### src/rtl/scrp_pkg.sv
// scrp_pkg: constants and types of the serial configuration register port.
// assumes: shared by scrp_top and the test bench; nothing imported.
`default_nettype none
package scrp_pkg;
  // transfer unit and address space
  localparam int unsigned UNIT_W   = 8;
  localparam int unsigned ADDR_W   = 8;
  localparam int unsigned INPUTS   = 16;
  localparam int unsigned SYNC_N   = 2;
  localparam int unsigned BUF_DEPTH = 2;
  // register offsets
  localparam logic [7:0] ADDR_SOFT_RESET = 8'h00;
  localparam logic [7:0] ADDR_BOOST_LO   = 8'h10;
  localparam logic [7:0] ADDR_BOOST_HI   = 8'h11;
  localparam logic [7:0] ADDR_POL_LO     = 8'h12;
  localparam logic [7:0] ADDR_POL_HI     = 8'h13;
  // range the master keeps away from
  localparam logic [7:0] ADDR_RSVD_LO    = 8'hD0;
  localparam logic [7:0] ADDR_RSVD_HI    = 8'hEF;
  // fields and reset values
  localparam int unsigned SOFT_RESET_BIT = 0;
  localparam logic [7:0]  SOFT_RESET_VAL = 8'h01;
  localparam logic [7:0]  RST_BOOST      = 8'hFF;
  localparam logic [7:0]  RST_POL        = 8'h00;
  localparam logic [7:0]  READ_FILL      = 8'h00;
  localparam logic [2:0]  LAST_BIT       = 3'h7;
  // timing: system clock and bench link clock
  localparam int unsigned CLK_PERIOD_NS  = 10;
  localparam int unsigned LINK_PERIOD_NS = 125;
  localparam int unsigned LINK_CYCLES    = LINK_PERIOD_NS / CLK_PERIOD_NS;

  // one received unit: address or data
  typedef struct packed {
    logic       is_addr;
    logic [7:0] data;
  } scrp_item_t;

  typedef enum logic [1:0] {
    FR_IDLE,
    FR_WRITE,
    FR_READ
  } scrp_frame_t;
endpackage : scrp_pkg
`default_nettype wire

### src/rtl/scrp_sync.sv
// scrp_sync: two-flop synchroniser for a group of pin levels.
// assumes: inputs asynchronous to ref_clk; only stage two is read outside.
`default_nettype none
module scrp_sync #(
  parameter int unsigned  W       = 3,
  parameter logic [W-1:0] RST_VAL = '1
) (
  // clock and reset
  input  wire logic         ref_clk,
  input  wire logic         resetn,
  // levels
  input  wire logic [W-1:0] async_in,
  output logic      [W-1:0] sync_out
);
  logic [W-1:0] meta_q;
  logic [W-1:0] meta_d;
  logic [W-1:0] stab_q;
  logic [W-1:0] stab_d;

  always_comb begin
    meta_d = async_in;
    stab_d = meta_q;
  end

  // reset to each pin's idle level, so no false edge follows reset
  always_ff @(posedge ref_clk or negedge resetn) begin
    if (!resetn) begin
      meta_q <= RST_VAL;
      stab_q <= RST_VAL;
    end else begin
      meta_q <= meta_d;
      stab_q <= stab_d;
    end
  end

  assign sync_out = stab_q;
endmodule : scrp_sync
`default_nettype wire

### src/rtl/scrp_buf.sv
// scrp_buf: small valid/ready buffer between receiver and register file.
// assumes: DEPTH is a power of two; both sides on ref_clk.
`default_nettype none
module scrp_buf #(
  parameter int unsigned W     = 9,
  parameter int unsigned DEPTH = 2
) (
  // clock and reset
  input  wire logic         ref_clk,
  input  wire logic         resetn,
  // fill side
  input  wire logic         in_valid,
  output logic              in_ready,
  input  wire logic [W-1:0] in_data,
  // drain side
  output logic              out_valid,
  input  wire logic         out_ready,
  output logic      [W-1:0] out_data
);
  localparam int unsigned PW = (DEPTH > 1) ? $clog2(DEPTH) : 1;

  logic [W-1:0]  mem_q [DEPTH];
  logic [W-1:0]  mem_d [DEPTH];
  logic [PW-1:0] wp_q, wp_d, rp_q, rp_d;
  logic [PW:0]   cnt_q, cnt_d;
  logic          push, pop;

  always_comb begin
    push  = in_valid && in_ready;
    pop   = out_valid && out_ready;
    mem_d = mem_q;
    wp_d  = wp_q;
    rp_d  = rp_q;
    cnt_d = cnt_q;
    if (push) begin
      mem_d[wp_q] = in_data;
      wp_d        = PW'(wp_q + 1'b1);
    end
    if (pop) begin
      rp_d = PW'(rp_q + 1'b1);
    end
    case ({push, pop})
      2'b10:   cnt_d = (PW+1)'(cnt_q + 1'b1);
      2'b01:   cnt_d = (PW+1)'(cnt_q - 1'b1);
      default: cnt_d = cnt_q;
    endcase
  end

  always_ff @(posedge ref_clk or negedge resetn) begin
    if (!resetn) begin
      for (int i = 0; i < DEPTH; i++) begin
        mem_q[i] <= '0;
      end
      wp_q  <= '0;
      rp_q  <= '0;
      cnt_q <= '0;
    end else begin
      mem_q <= mem_d;
      wp_q  <= wp_d;
      rp_q  <= rp_d;
      cnt_q <= cnt_d;
    end
  end

  assign in_ready  = (cnt_q != (PW+1)'(DEPTH));
  assign out_valid = (cnt_q != '0);
  assign out_data  = mem_q[rp_q];
endmodule : scrp_buf
`default_nettype wire

### src/rtl/scrp_top.sv
// scrp_top: serial slave port to the switch's configuration registers.
// assumes: sck, cs_n, sdi come from an outside master and are oversampled.
`default_nettype none
module scrp_top (
  // clock and reset
  input  wire logic        ref_clk,
  input  wire logic        resetn,
  // serial link
  input  wire logic        sck,
  input  wire logic        cs_n,
  input  wire logic        sdi,
  output logic             sdo,
  output logic             sdo_oe,
  // configuration outputs
  output logic [15:0]      input_boost_bit,
  output logic [15:0]      input_invert
);
  logic               s_sck, s_cs_n, s_sdi;
  logic               sck_prev_q, sck_prev_d, cs_prev_q, cs_prev_d;
  logic               sck_rise, sck_fall, cs_fall, cs_rise;
  scrp_pkg::scrp_frame_t frame_q, frame_d;
  logic [2:0]         bit_q, bit_d;
  logic [7:0]         shin_q, shin_d;
  logic               first_q, first_d;
  logic [1:0]         units_q, units_d;
  logic               armed_q, armed_d;
  logic               push_vld_q, push_vld_d;
  scrp_pkg::scrp_item_t push_item_q, push_item_d;
  logic               push_rdy;
  logic [2:0]         rcnt_q, rcnt_d;
  logic [7:0]         shout_q, shout_d;
  logic               sdo_q, sdo_d, oe_q, oe_d;
  logic               rd_inc;
  logic               drn_vld, drn_rdy;
  scrp_pkg::scrp_item_t drn_item;
  logic [7:0]         ptr_q, ptr_d;
  logic [15:0]        boost_q, boost_d, pol_q, pol_d;
  logic [7:0]         rd_cur, rd_next;

  // missing locations and the write-only trigger read as fill
  function automatic logic [7:0] reg_read(input logic [7:0]  a,
                                          input logic [15:0] b,
                                          input logic [15:0] p);
    case (a)
      scrp_pkg::ADDR_BOOST_LO: reg_read = b[7:0];
      scrp_pkg::ADDR_BOOST_HI: reg_read = b[15:8];
      scrp_pkg::ADDR_POL_LO:   reg_read = p[7:0];
      scrp_pkg::ADDR_POL_HI:   reg_read = p[15:8];
      default:                 reg_read = scrp_pkg::READ_FILL;
    endcase
  endfunction : reg_read

  scrp_sync #(
    .W        (3),
    .RST_VAL  (3'h3) // idle: sck low, cs_n and sdi high
  ) u_sync (
    .ref_clk  (ref_clk),
    .resetn   (resetn),
    .async_in ({sck, cs_n, sdi}),
    .sync_out ({s_sck, s_cs_n, s_sdi})
  );

  // edge detection on synchronised levels
  always_comb begin
    sck_prev_d = s_sck;
    cs_prev_d  = s_cs_n;
    sck_rise   = s_sck && !sck_prev_q;
    sck_fall   = !s_sck && sck_prev_q;
    cs_fall    = !s_cs_n && cs_prev_q;
    cs_rise    = s_cs_n && !cs_prev_q;
  end

  always_ff @(posedge ref_clk or negedge resetn) begin
    if (!resetn) begin
      sck_prev_q <= 1'b0;
      cs_prev_q  <= 1'b1;
    end else begin
      sck_prev_q <= sck_prev_d;
      cs_prev_q  <= cs_prev_d;
    end
  end

  // framing, receive shifter and read shifter
  always_comb begin
    rd_cur      = reg_read(ptr_q, boost_q, pol_q);
    rd_next     = reg_read(8'(ptr_q + 8'h01), boost_q, pol_q);
    frame_d     = frame_q;
    bit_d       = bit_q;
    shin_d      = shin_q;
    first_d     = first_q;
    units_d     = units_q;
    armed_d     = armed_q;
    push_vld_d  = push_vld_q && !push_rdy;
    push_item_d = push_item_q;
    rcnt_d      = rcnt_q;
    shout_d     = shout_q;
    sdo_d       = sdo_q;
    oe_d        = oe_q;
    rd_inc      = 1'b0;
    if (s_cs_n) begin
      frame_d = scrp_pkg::FR_IDLE;
      oe_d    = 1'b0;
      if (cs_rise && frame_q == scrp_pkg::FR_WRITE) begin
        armed_d = (units_q == 2'h1);
      end else if (cs_rise) begin
        armed_d = 1'b0;
      end
    end else if (cs_fall) begin
      bit_d   = '0;
      rcnt_d  = '0;
      first_d = 1'b1;
      units_d = '0;
      if (armed_q) begin
        frame_d = scrp_pkg::FR_READ;
        shout_d = rd_cur;
        sdo_d   = rd_cur[7];
        oe_d    = 1'b1;
      end else begin
        frame_d = scrp_pkg::FR_WRITE;
      end
    end else if (frame_q == scrp_pkg::FR_WRITE && sck_rise) begin
      shin_d = {shin_q[6:0], s_sdi};
      bit_d  = 3'(bit_q + 3'h1);
      if (bit_q == scrp_pkg::LAST_BIT) begin
        push_vld_d  = 1'b1;
        push_item_d = '{is_addr: first_q, data: {shin_q[6:0], s_sdi}};
        first_d     = 1'b0;
        if (units_q != 2'h3) begin
          units_d = 2'(units_q + 2'h1);
        end
      end
    end else if (frame_q == scrp_pkg::FR_READ && sck_fall) begin
      rcnt_d = 3'(rcnt_q + 3'h1);
      if (rcnt_q == scrp_pkg::LAST_BIT) begin
        rd_inc  = 1'b1;
        shout_d = rd_next;
        sdo_d   = rd_next[7];
      end else begin
        shout_d = {shout_q[6:0], 1'b0};
        sdo_d   = shout_q[6];
      end
    end
  end

  always_ff @(posedge ref_clk or negedge resetn) begin
    if (!resetn) begin
      frame_q     <= scrp_pkg::FR_IDLE;
      bit_q       <= '0;
      shin_q      <= '0;
      first_q     <= 1'b1;
      units_q     <= '0;
      armed_q     <= 1'b0;
      push_vld_q  <= 1'b0;
      push_item_q <= '0;
      rcnt_q      <= '0;
      shout_q     <= '0;
      sdo_q       <= 1'b0;
      oe_q        <= 1'b0;
    end else begin
      frame_q     <= frame_d;
      bit_q       <= bit_d;
      shin_q      <= shin_d;
      first_q     <= first_d;
      units_q     <= units_d;
      armed_q     <= armed_d;
      push_vld_q  <= push_vld_d;
      push_item_q <= push_item_d;
      rcnt_q      <= rcnt_d;
      shout_q     <= shout_d;
      sdo_q       <= sdo_d;
      oe_q        <= oe_d;
    end
  end

  // drain stalls during reads so the pointer has one mover at a time
  assign drn_rdy = (frame_q != scrp_pkg::FR_READ);

  scrp_buf #(
    .W         ($bits(scrp_pkg::scrp_item_t)),
    .DEPTH     (scrp_pkg::BUF_DEPTH)
  ) u_buf (
    .ref_clk   (ref_clk),
    .resetn    (resetn),
    .in_valid  (push_vld_q),
    .in_ready  (push_rdy),
    .in_data   (push_item_q),
    .out_valid (drn_vld),
    .out_ready (drn_rdy),
    .out_data  (drn_item)
  );

  // pointer and register file
  always_comb begin
    ptr_d   = ptr_q;
    boost_d = boost_q;
    pol_d   = pol_q;
    if (rd_inc) begin
      ptr_d = 8'(ptr_q + 8'h01);
    end
    if (drn_vld && drn_rdy) begin
      if (drn_item.is_addr) begin
        ptr_d = drn_item.data;
      end else begin
        ptr_d = 8'(ptr_q + 8'h01);
        // reserved and missing locations fall to default
        case (ptr_q)
          scrp_pkg::ADDR_SOFT_RESET: begin
            if (drn_item.data[scrp_pkg::SOFT_RESET_BIT]) begin
              boost_d = {2{scrp_pkg::RST_BOOST}};
              pol_d   = {2{scrp_pkg::RST_POL}};
            end
          end
          scrp_pkg::ADDR_BOOST_LO: boost_d[7:0]  = drn_item.data;
          scrp_pkg::ADDR_BOOST_HI: boost_d[15:8] = drn_item.data;
          scrp_pkg::ADDR_POL_LO:   pol_d[7:0]    = drn_item.data;
          scrp_pkg::ADDR_POL_HI:   pol_d[15:8]   = drn_item.data;
          default:                 boost_d = boost_q;
        endcase
      end
    end
  end

  always_ff @(posedge ref_clk or negedge resetn) begin
    if (!resetn) begin
      ptr_q   <= '0;
      boost_q <= {2{scrp_pkg::RST_BOOST}};
      pol_q   <= {2{scrp_pkg::RST_POL}};
    end else begin
      ptr_q   <= ptr_d;
      boost_q <= boost_d;
      pol_q   <= pol_d;
    end
  end

  assign sdo             = sdo_q;
  assign sdo_oe          = oe_q;
  assign input_boost_bit = boost_q;
  assign input_invert    = pol_q;

  // checks
  property p_oe_off;
    @(posedge ref_clk) disable iff (!resetn)
    s_cs_n |=> !sdo_oe;
  endproperty
  a_oe_off: assert property (p_oe_off)
    else $error("sdo driven while cs_n high");

  property p_idle_hold;
    @(posedge ref_clk) disable iff (!resetn)
    (frame_q == scrp_pkg::FR_IDLE && !cs_fall) |=>
      (frame_q == scrp_pkg::FR_IDLE);
  endproperty
  a_idle_hold: assert property (p_idle_hold)
    else $error("frame started without cs_n fall");

  property p_capture;
    @(posedge ref_clk) disable iff (!resetn)
    (frame_q == scrp_pkg::FR_WRITE && sck_rise && !s_cs_n && !cs_fall)
      |=> (shin_q[0] == $past(s_sdi)) && (bit_q == 3'($past(bit_q) + 3'h1));
  endproperty
  a_capture: assert property (p_capture)
    else $error("sdi bit not captured on sck rise");

  property p_sdo_edge;
    @(posedge ref_clk) disable iff (!resetn)
    !$stable(sdo_q) |-> $past(sck_fall || cs_fall);
  endproperty
  a_sdo_edge: assert property (p_sdo_edge)
    else $error("sdo changed outside an sck fall");

  property p_read_start;
    @(posedge ref_clk) disable iff (!resetn)
    (cs_fall && armed_q) |=>
      sdo_oe && (sdo == $past(rd_cur[7])) && (shout_q == $past(rd_cur));
  endproperty
  a_read_start: assert property (p_read_start)
    else $error("read frame did not present pointed byte");

  property p_read_inc;
    @(posedge ref_clk) disable iff (!resetn)
    (frame_q == scrp_pkg::FR_READ && sck_fall && !s_cs_n &&
     rcnt_q == scrp_pkg::LAST_BIT) |=> (ptr_q == 8'($past(ptr_q) + 8'h01));
  endproperty
  a_read_inc: assert property (p_read_inc)
    else $error("pointer not advanced after read byte");

  property p_write_inc;
    @(posedge ref_clk) disable iff (!resetn)
    (drn_vld && drn_rdy && !drn_item.is_addr) |=>
      (ptr_q == 8'($past(ptr_q) + 8'h01));
  endproperty
  a_write_inc: assert property (p_write_inc)
    else $error("pointer not advanced after write byte");

  property p_addr_load;
    @(posedge ref_clk) disable iff (!resetn)
    (drn_vld && drn_rdy && drn_item.is_addr) |=>
      (ptr_q == $past(drn_item.data));
  endproperty
  a_addr_load: assert property (p_addr_load)
    else $error("first unit did not load pointer");

  property p_pol_write;
    @(posedge ref_clk) disable iff (!resetn)
    (drn_vld && drn_rdy && !drn_item.is_addr &&
     ptr_q == scrp_pkg::ADDR_POL_HI) |=>
      (input_invert[15:8] == $past(drn_item.data));
  endproperty
  a_pol_write: assert property (p_pol_write)
    else $error("polarity high byte not stored");

  property p_soft_reset;
    @(posedge ref_clk) disable iff (!resetn)
    (drn_vld && drn_rdy && !drn_item.is_addr &&
     ptr_q == scrp_pkg::ADDR_SOFT_RESET &&
     drn_item.data == scrp_pkg::SOFT_RESET_VAL) |=>
      (boost_q == {2{scrp_pkg::RST_BOOST}}) &&
      (pol_q == {2{scrp_pkg::RST_POL}});
  endproperty
  a_soft_reset: assert property (p_soft_reset)
    else $error("soft reset did not restore defaults");

  property p_discard;
    @(posedge ref_clk) disable iff (!resetn)
    (drn_vld && drn_rdy && !drn_item.is_addr &&
     ptr_q != scrp_pkg::ADDR_SOFT_RESET &&
     (ptr_q < scrp_pkg::ADDR_BOOST_LO || ptr_q > scrp_pkg::ADDR_POL_HI)) |=>
      $stable(boost_q) && $stable(pol_q);
  endproperty
  a_discard: assert property (p_discard)
    else $error("write to missing location changed registers");

  c_read_frame: cover property (@(posedge ref_clk) disable iff (!resetn)
    cs_fall && armed_q);
  c_boost_write: cover property (@(posedge ref_clk) disable iff (!resetn)
    drn_vld && !drn_item.is_addr && ptr_q == scrp_pkg::ADDR_BOOST_LO);
  c_buf_full: cover property (@(posedge ref_clk) disable iff (!resetn)
    push_vld_q && !push_rdy);
endmodule : scrp_top
`default_nettype wire

### config.mk
export PLATFORM = sky130hd
export DESIGN_NAME = scrp_top
export DESIGN_NICKNAME = d
export VERILOG_FILES = /design/src/rtl/scrp_pkg.sv /design/src/rtl/scrp_sync.sv /design/src/rtl/scrp_buf.sv /design/src/rtl/scrp_top.sv
export SDC_FILE = /design/constraint.sdc
export NUM_CORES = 1
export LEC_CHECK = 0
export BUFFER_PORTS_ARGS = -buffer_cell sky130_fd_sc_hd__buf_2
export CORE_MARGIN = 10
export CORE_UTILIZATION = 43
export CTS_CLUSTER_SIZE = 40
export DETAILED_ROUTE_END_ITERATION = 10
export GPL_TIMING_DRIVEN = 0
export HOLD_SLACK_MARGIN = 0.03
export MAX_ROUTING_LAYER = met4
export PLACE_DENSITY_LB_ADDON = 0.25
export SLEW_MARGIN = 20
export SYNTH_ARGS = -nofsm -noshare
export SYNTH_HDL_FRONTEND = slang
export SYNTH_SLANG_ARGS = --single-unit
### constraint.sdc
create_clock -name ref_clk -period 2.32 [get_ports ref_clk]
set_input_delay 0.232 -clock ref_clk [delete_from_list [all_inputs] [get_ports ref_clk]]
set_output_delay 0.232 -clock ref_clk [all_outputs]
set_load 0.02 [all_outputs]
---- Yosys cells after proc, flatten, opt, wreduce, memory -nomap -nowiden ----
Index checks and enable logic that the tools add are counted.
word-level totals
  register bits after elaboration ......... 108
  bits of input ports ..................... 5
operators by class
  $add $sub $neg .......................... 8
  magnitude comparators ................... 3
  eq/ne operators ......................... 21
  mux-type cells .......................... 57
  bitwise logic cells ..................... 5
  reduce and logical (&&, ||, !) cells .... 44
operators by type and width
  cell                   count
  $eq A8 B5 Y1 const B   8
  $pmux W8 S2            4
  $pmux W8 S4            2
  $mux W9                4
  $mux W7                5
  $mux W16               2
  $reduce_and A4 Y1      7
  $reduce_bool A2 Y1     14
  $mux W8                3
  $mux W1                22
  $bwmux W18             1
  $mux W3                5
  $mux W2                7
  $logic_and A1 B1 Y1    11
  $ne A2 B2 Y1 const B   5
  $demux W9 S1           1
  $reduce_and A3 Y1      3
  $add A8 B1 Y8 const B  1
  $logic_not A8 Y1       1
  $add A3 B1 Y3 const B  2
  $eq A2 B1 Y1 const B   3
  $eq A3 B3 Y1 const B   2
  $reduce_and A2 Y1      3
  $logic_not A1 Y1       5
  10 further kinds       17

---- Longest topological paths before layout ----
  depth after elaboration ................. 9
  mapped depth ............................ 8
  depth with buffers taken out ............ 7

---- Hierarchy ----
From an unflattened synthesis, not the netlist that was laid out.
second synthesis, totals
  cell total of the unflattened synthesis .. 471
  area total of the unflattened synthesis .. 5564.1 sq um
by module, submodules not included
  module     times used  cells an instance  area an instance (sq um)  seq. area each (sq um)
  scrp_top   1           400                4349.2                    2024.4
  scrp_buf   1           65                 1059.8                    550.5
  scrp_sync  1           6                  155.1                     155.1

---- Least setup slack after synthesis ----
No wires, ideal clock.
  path kind ............................... reg-to-reg
  start point ............................. register ptr_q[5]
  end point ............................... register boost_q[13] (netlist: input_boost_bit[13])
  library setup time ...................... 0.080 ns
  data arrival time ....................... 2.038 ns
  setup slack ............................. 0.203 ns
  stages on the path, launching flop included .. 7
  period minus slack after synthesis ...... 2.117 ns
  cell sequence ........................... dfrtp_1 -> buf_6 -> or4_4 -> or3_4 -> nor4_4 -> nand2_2 -> o22a_1
on the way
  cells in the longest elaborated chain, start to end .. 3
  elaborated cells between the ends (all ways) .. 6
  those cells by class .................... 2 x eq/ne; 1 x mux; 3 x reduce/logical
ends and longest elaborated chain
  element                                                                     line             text
  start, declared                                                             scrp_top.sv:36   logic [7:0] ptr_q, ptr_d;
  start signal, assigned                                                      scrp_top.sv:229  ptr_q <= ptr_d;
  $eq A8 B5 Y1 / $logic_not A8 Y1 (equally long branches)                     scrp_top.sv:206  case (ptr_q)
  $reduce_bool A2 Y1 (no source line) / $ne A2 B2 Y1 (equally long branches)  -
  $reduce_and A4 Y1 (no source line)                                          -
  end signal, assigned                                                        scrp_top.sv:226  boost_q <= {2{scrp_pkg::RST_BOOST}};
  end signal, assigned                                                        scrp_top.sv:230  boost_q <= boost_d;
  end, declared                                                               scrp_top.sv:37   logic [15:0] boost_q, boost_d, pol_q, pol_d;
Parallel ways exist; a longest one is shown, timed or not.
A chain may end at the register's enable or synchronous reset.

---- Final worst setup path ----
  start point ............................. register ptr_q[5]
  end point ............................... register boost_q[8] (netlist: input_boost_bit[8])
The elaborated chain is that of the path after synthesis.

==> flow_metrics.env <==
export IMPL_maxSlewHeadroom=0.448
export IMPL_post_drt_wl_per_cell_microns=19.5
export IMPL_clockBufferDepth=2
export IMPL_area_growth_pct=16.4
export IMPL_area_sequential_sq_um=2730
export IMPL_route_detailed_drc=0
export IMPL_holdWs_ns=0.355
export IMPL_outcome="complete, no violations"
export IMPL_ys_seq_area_frac=0.527
export IMPL_startpoint_type="register"
export IMPL_setup_viol=0
export IMPL_synth_adder_area_share=0.0290
export IMPL_fin_worst_skew_ns=0.00999
export IMPL_drt_iter0_drc=243
export IMPL_worst_pin_slew_ns=0.825
export IMPL_synth_xor_area_frac=0.0169
export IMPL_root_buffer="clkbuf_16"
export IMPL_clkLatencyLatePin_ns=0.36
export IMPL_io_pins=39
export IMPL_die_w_microns=130
export IMPL_power_density_nw_per_um2=596
export IMPL_required_ns=2.60
export IMPL_synth_edf_count=0
export IMPL_cp_arrival_ns=2.51
export IMPL_overflow=0
export IMPL_synth_seq_cells=108
export IMPL_critical_path_depth=8
export IMPL_cts_htree_levels=3
export IMPL_fmax_ghz=0.449
export IMPL_synth_compound_area_frac=0.176
export IMPL_firstDrtPassIters=5
export IMPL_grt_pass1_wl_mm=21.4
export IMPL_vias=3851
export IMPL_cts_tree="done"
export IMPL_hold_depth=0
export IMPL_ys_warn_count=0
export IMPL_slowest_stage="or4_4"
export IMPL_num_antenna_cells=0
export IMPL_hpwlAfterDp_mm=9.30
export IMPL_critPathMaxStageDelay_ns=0.48
export IMPL_worstRegToRegCells=8
export IMPL_dieArea_sq_um=16800
export IMPL_maxCapViolCount=0
export IMPL_synth_simple_gate_area_share=0.124
export IMPL_synth_fp_nets=479
export IMPL_layout_cells_non_filler=668
export IMPL_multi_input_area_sq_um=2340
export IMPL_avgSynthCellArea_sq_um=11.2
export IMPL_critPathMaxFanout=9
export IMPL_grt_max_degree=58
export IMPL_report_final_hold_viol_count=0
export IMPL_die_y_microns=130
export IMPL_syn_area_sq_um=5180
export IMPL_dpl_instance_area_sq_um=5590
export IMPL_crit_path_end_kind="register"
export IMPL_nNetsFinal=533
export IMPL_synth_top_family_by_area="compound AO/OA/AOI/OAI gates"
export IMPL_crit_top_cell="buf_4"
export IMPL_criticalPathCategory="reg -> reg"
export IMPL_portBuffers=38
export IMPL_fillerInstances=1066
export IMPL_vias_per_cell=5.76
export IMPL_grt_use_total=0.165
export IMPL_period_needed_ns=2.23
export IMPL_start_util=0.435
export IMPL_async_reset_ff_frac=1.00
export IMPL_cts_buffers=9
export IMPL_leakagePower_nw=2.73
export IMPL_fin_crit_sh=0.961
export IMPL_hp_class="reg -> reg"
export IMPL_cp_top_family="simple AND/OR/NAND/NOR gates"
export IMPL_antenna_left=0
export IMPL_wirelength_mm=13.0
export IMPL_ys_flop_type="dfrtp_1"
export IMPL_core_sq_um=11900
export IMPL_num_rows=40
export IMPL_crit_buf_inv=3
export IMPL_yosysUniqueCellTypes=58
export IMPL_ir_drop_mv=0.408
export IMPL_crit_chain="buf_6, or4_4, or3_4, nor4_4, buf_4, buf_4, nand3_1, o21a_1"
export IMPL_final_layout_size_suffix_gt1_frac=0.278
export IMPL_cts_clk_slew_worst_paths_ns=0.07
export IMPL_grt_pass1_vias=3981
export IMPL_dp_cells=648
export IMPL_stdcell_area_sq_um=6030
export IMPL_globalplace_congestion=0.914
export IMPL_synth_cells=462
export IMPL_drv_slew=0
export IMPL_antenna_found_initial=0
export IMPL_synthMuxAreaShare=0.0924
export IMPL_clock_sinks=108
area by class of cell:
cell class	instances	area share
Buffer	19	0.0236
Clock buffer	12	0.0425
Clock inverter	4	0.00933
Inverter	8	0.00498
Multi-Input combinational cell	323	0.387
Sequential cell	108	0.453
Tap cell	147	0.0305
Timing Repair Buffer	47	0.0487
logic make-up after synthesis:
| logic type | count (synthesis) |
|---|---|
| buffers and inverters | 31 |
| and+or+nand+nor | 129 |
| muxes | 44 |
| DFF | 108 |
| AOI/OAI and AO/OA | 128 |
| adders and majority gates | 12 |
| xor gates and xnor gates | 10 |
where the power goes:
group | internal, mW | total [mW] | switching, mW
clock network | 0.905 | 1.60 | 0.694
registers | 1.90 | 1.92 | 0.0146
logic | 0.0248 | 0.0797 | 0.0549
stage by stage:
stage                     worst slack, ns  TNS (ns)  power (mW)   util
after detailed placement           -0.348     -7.76        2.03  0.469
after floorplan                     0.203         0        1.97      -
final                              0.0913         0        3.60  0.507
after global routing             -0.00571  -0.00571        3.73  0.507
after CTS                         0.00363         0        3.63  0.505
after global placement             -0.296    -21.42        2.02  0.467
layer usage:
metal  vias up  global-route usage  share of wire
li1       1817                   -              -
met4         0              0.0470          0.014
met5         -                   -              0
met2       112               0.258           0.47
met1      1903               0.207           0.46
met3        19              0.0422          0.053
path summary, 6_finish.rpt:
kind | to | from | slack (ns)
min in group asynchronous | input_invert[1] | resetn | 0.41
hold reg to reg | u_sync.sync_out[2] | u_sync.meta_q[2] | 0.35
max in group asynchronous | first_q | resetn | 1.22
setup reg to reg | input_boost_bit[8] | ptr_q[5] | 0.09
hold / removal | u_sync.sync_out[2] | u_sync.meta_q[2] | 0.35
setup / recovery | input_boost_bit[8] | ptr_q[5] | 0.09
synthesized netlist by cell type (3+ instances only):
| library cell | instances | area, sq um |
|---|---|---|
| mux2_2 | 31 | 349 |
| xnor2_1 | 7 | 61.3 |
| inv_1 | 8 | 30.0 |
| nor3_1 | 4 | 20.0 |
| a22oi_1 | 17 | 128 |
| o211ai_1 | 6 | 45.0 |
| o21a_1 | 6 | 45.0 |
| a21oi_1 | 22 | 110 |
| o22a_1 | 5 | 43.8 |
| nand2b_1 | 3 | 18.8 |
| a221oi_1 | 8 | 70.1 |
| nand2_1 | 57 | 214 |
| mux2i_1 | 13 | 130 |
| a31oi_1 | 9 | 56.3 |
| xor2_1 | 3 | 26.3 |
| nor2_1 | 26 | 97.6 |
| nand3_1 | 8 | 40.0 |
| dfstp_2 | 22 | 578 |
| clkbuf_1 | 15 | 56.3 |
| dfrtp_1 | 86 | 2150 |
| a22o_1 | 10 | 87.6 |
| ha_1 | 12 | 150 |
| or3_1 | 3 | 18.8 |
| buf_1 | 3 | 11.3 |
| and3_1 | 8 | 50.1 |
| o21ai_0 | 17 | 85.1 |
| o2bb2ai_1 | 16 | 140 |
placed cells by master, fill, tap and decap left out, drive strengths merged, types with 2 or more instances in the layout:
cell / count
xnor2: 7
xor2: 3
a22o: 10
ha: 12
nand3b: 2
o21a: 6
o2bb2ai: 16
nor3b: 2
a21oi: 22
nor3: 4
nand2b: 3
a21o: 2
dfrtp: 86
nor4: 2
a22oi: 17
nand3: 8
buf: 49
nor2: 26
mux2: 31
o22a: 5
inv: 9
o21ai: 17
a221oi: 8
dfstp: 22
o31ai: 2
o211ai: 6
clkinv: 2
mux2i: 13
dlygate4sd3: 4
a31oi: 9
and3: 8
clkbuf: 24
or3: 4
nand2: 60
repair_timing:
action / CTS / global route
hold endpoints to repair: 43 / 0
setup endpoints to repair: 57 / 40
buffers inserted: 3 / 1
hold buffers: 4 / 0
gates resized for setup: 11 / 13
pin swaps: 1 / 1
flip-flops by register name (all words and copies together), names as in the netlist, 7 cells and up:
name / count
input_boost_bit: 16
shin_q: 7
push_item_q: 9
input_invert: 16
ptr_q: 8
u_buf.mem_q: 18
shout_q: 7
No activity file was read; power rests on OpenSTA's default activity.
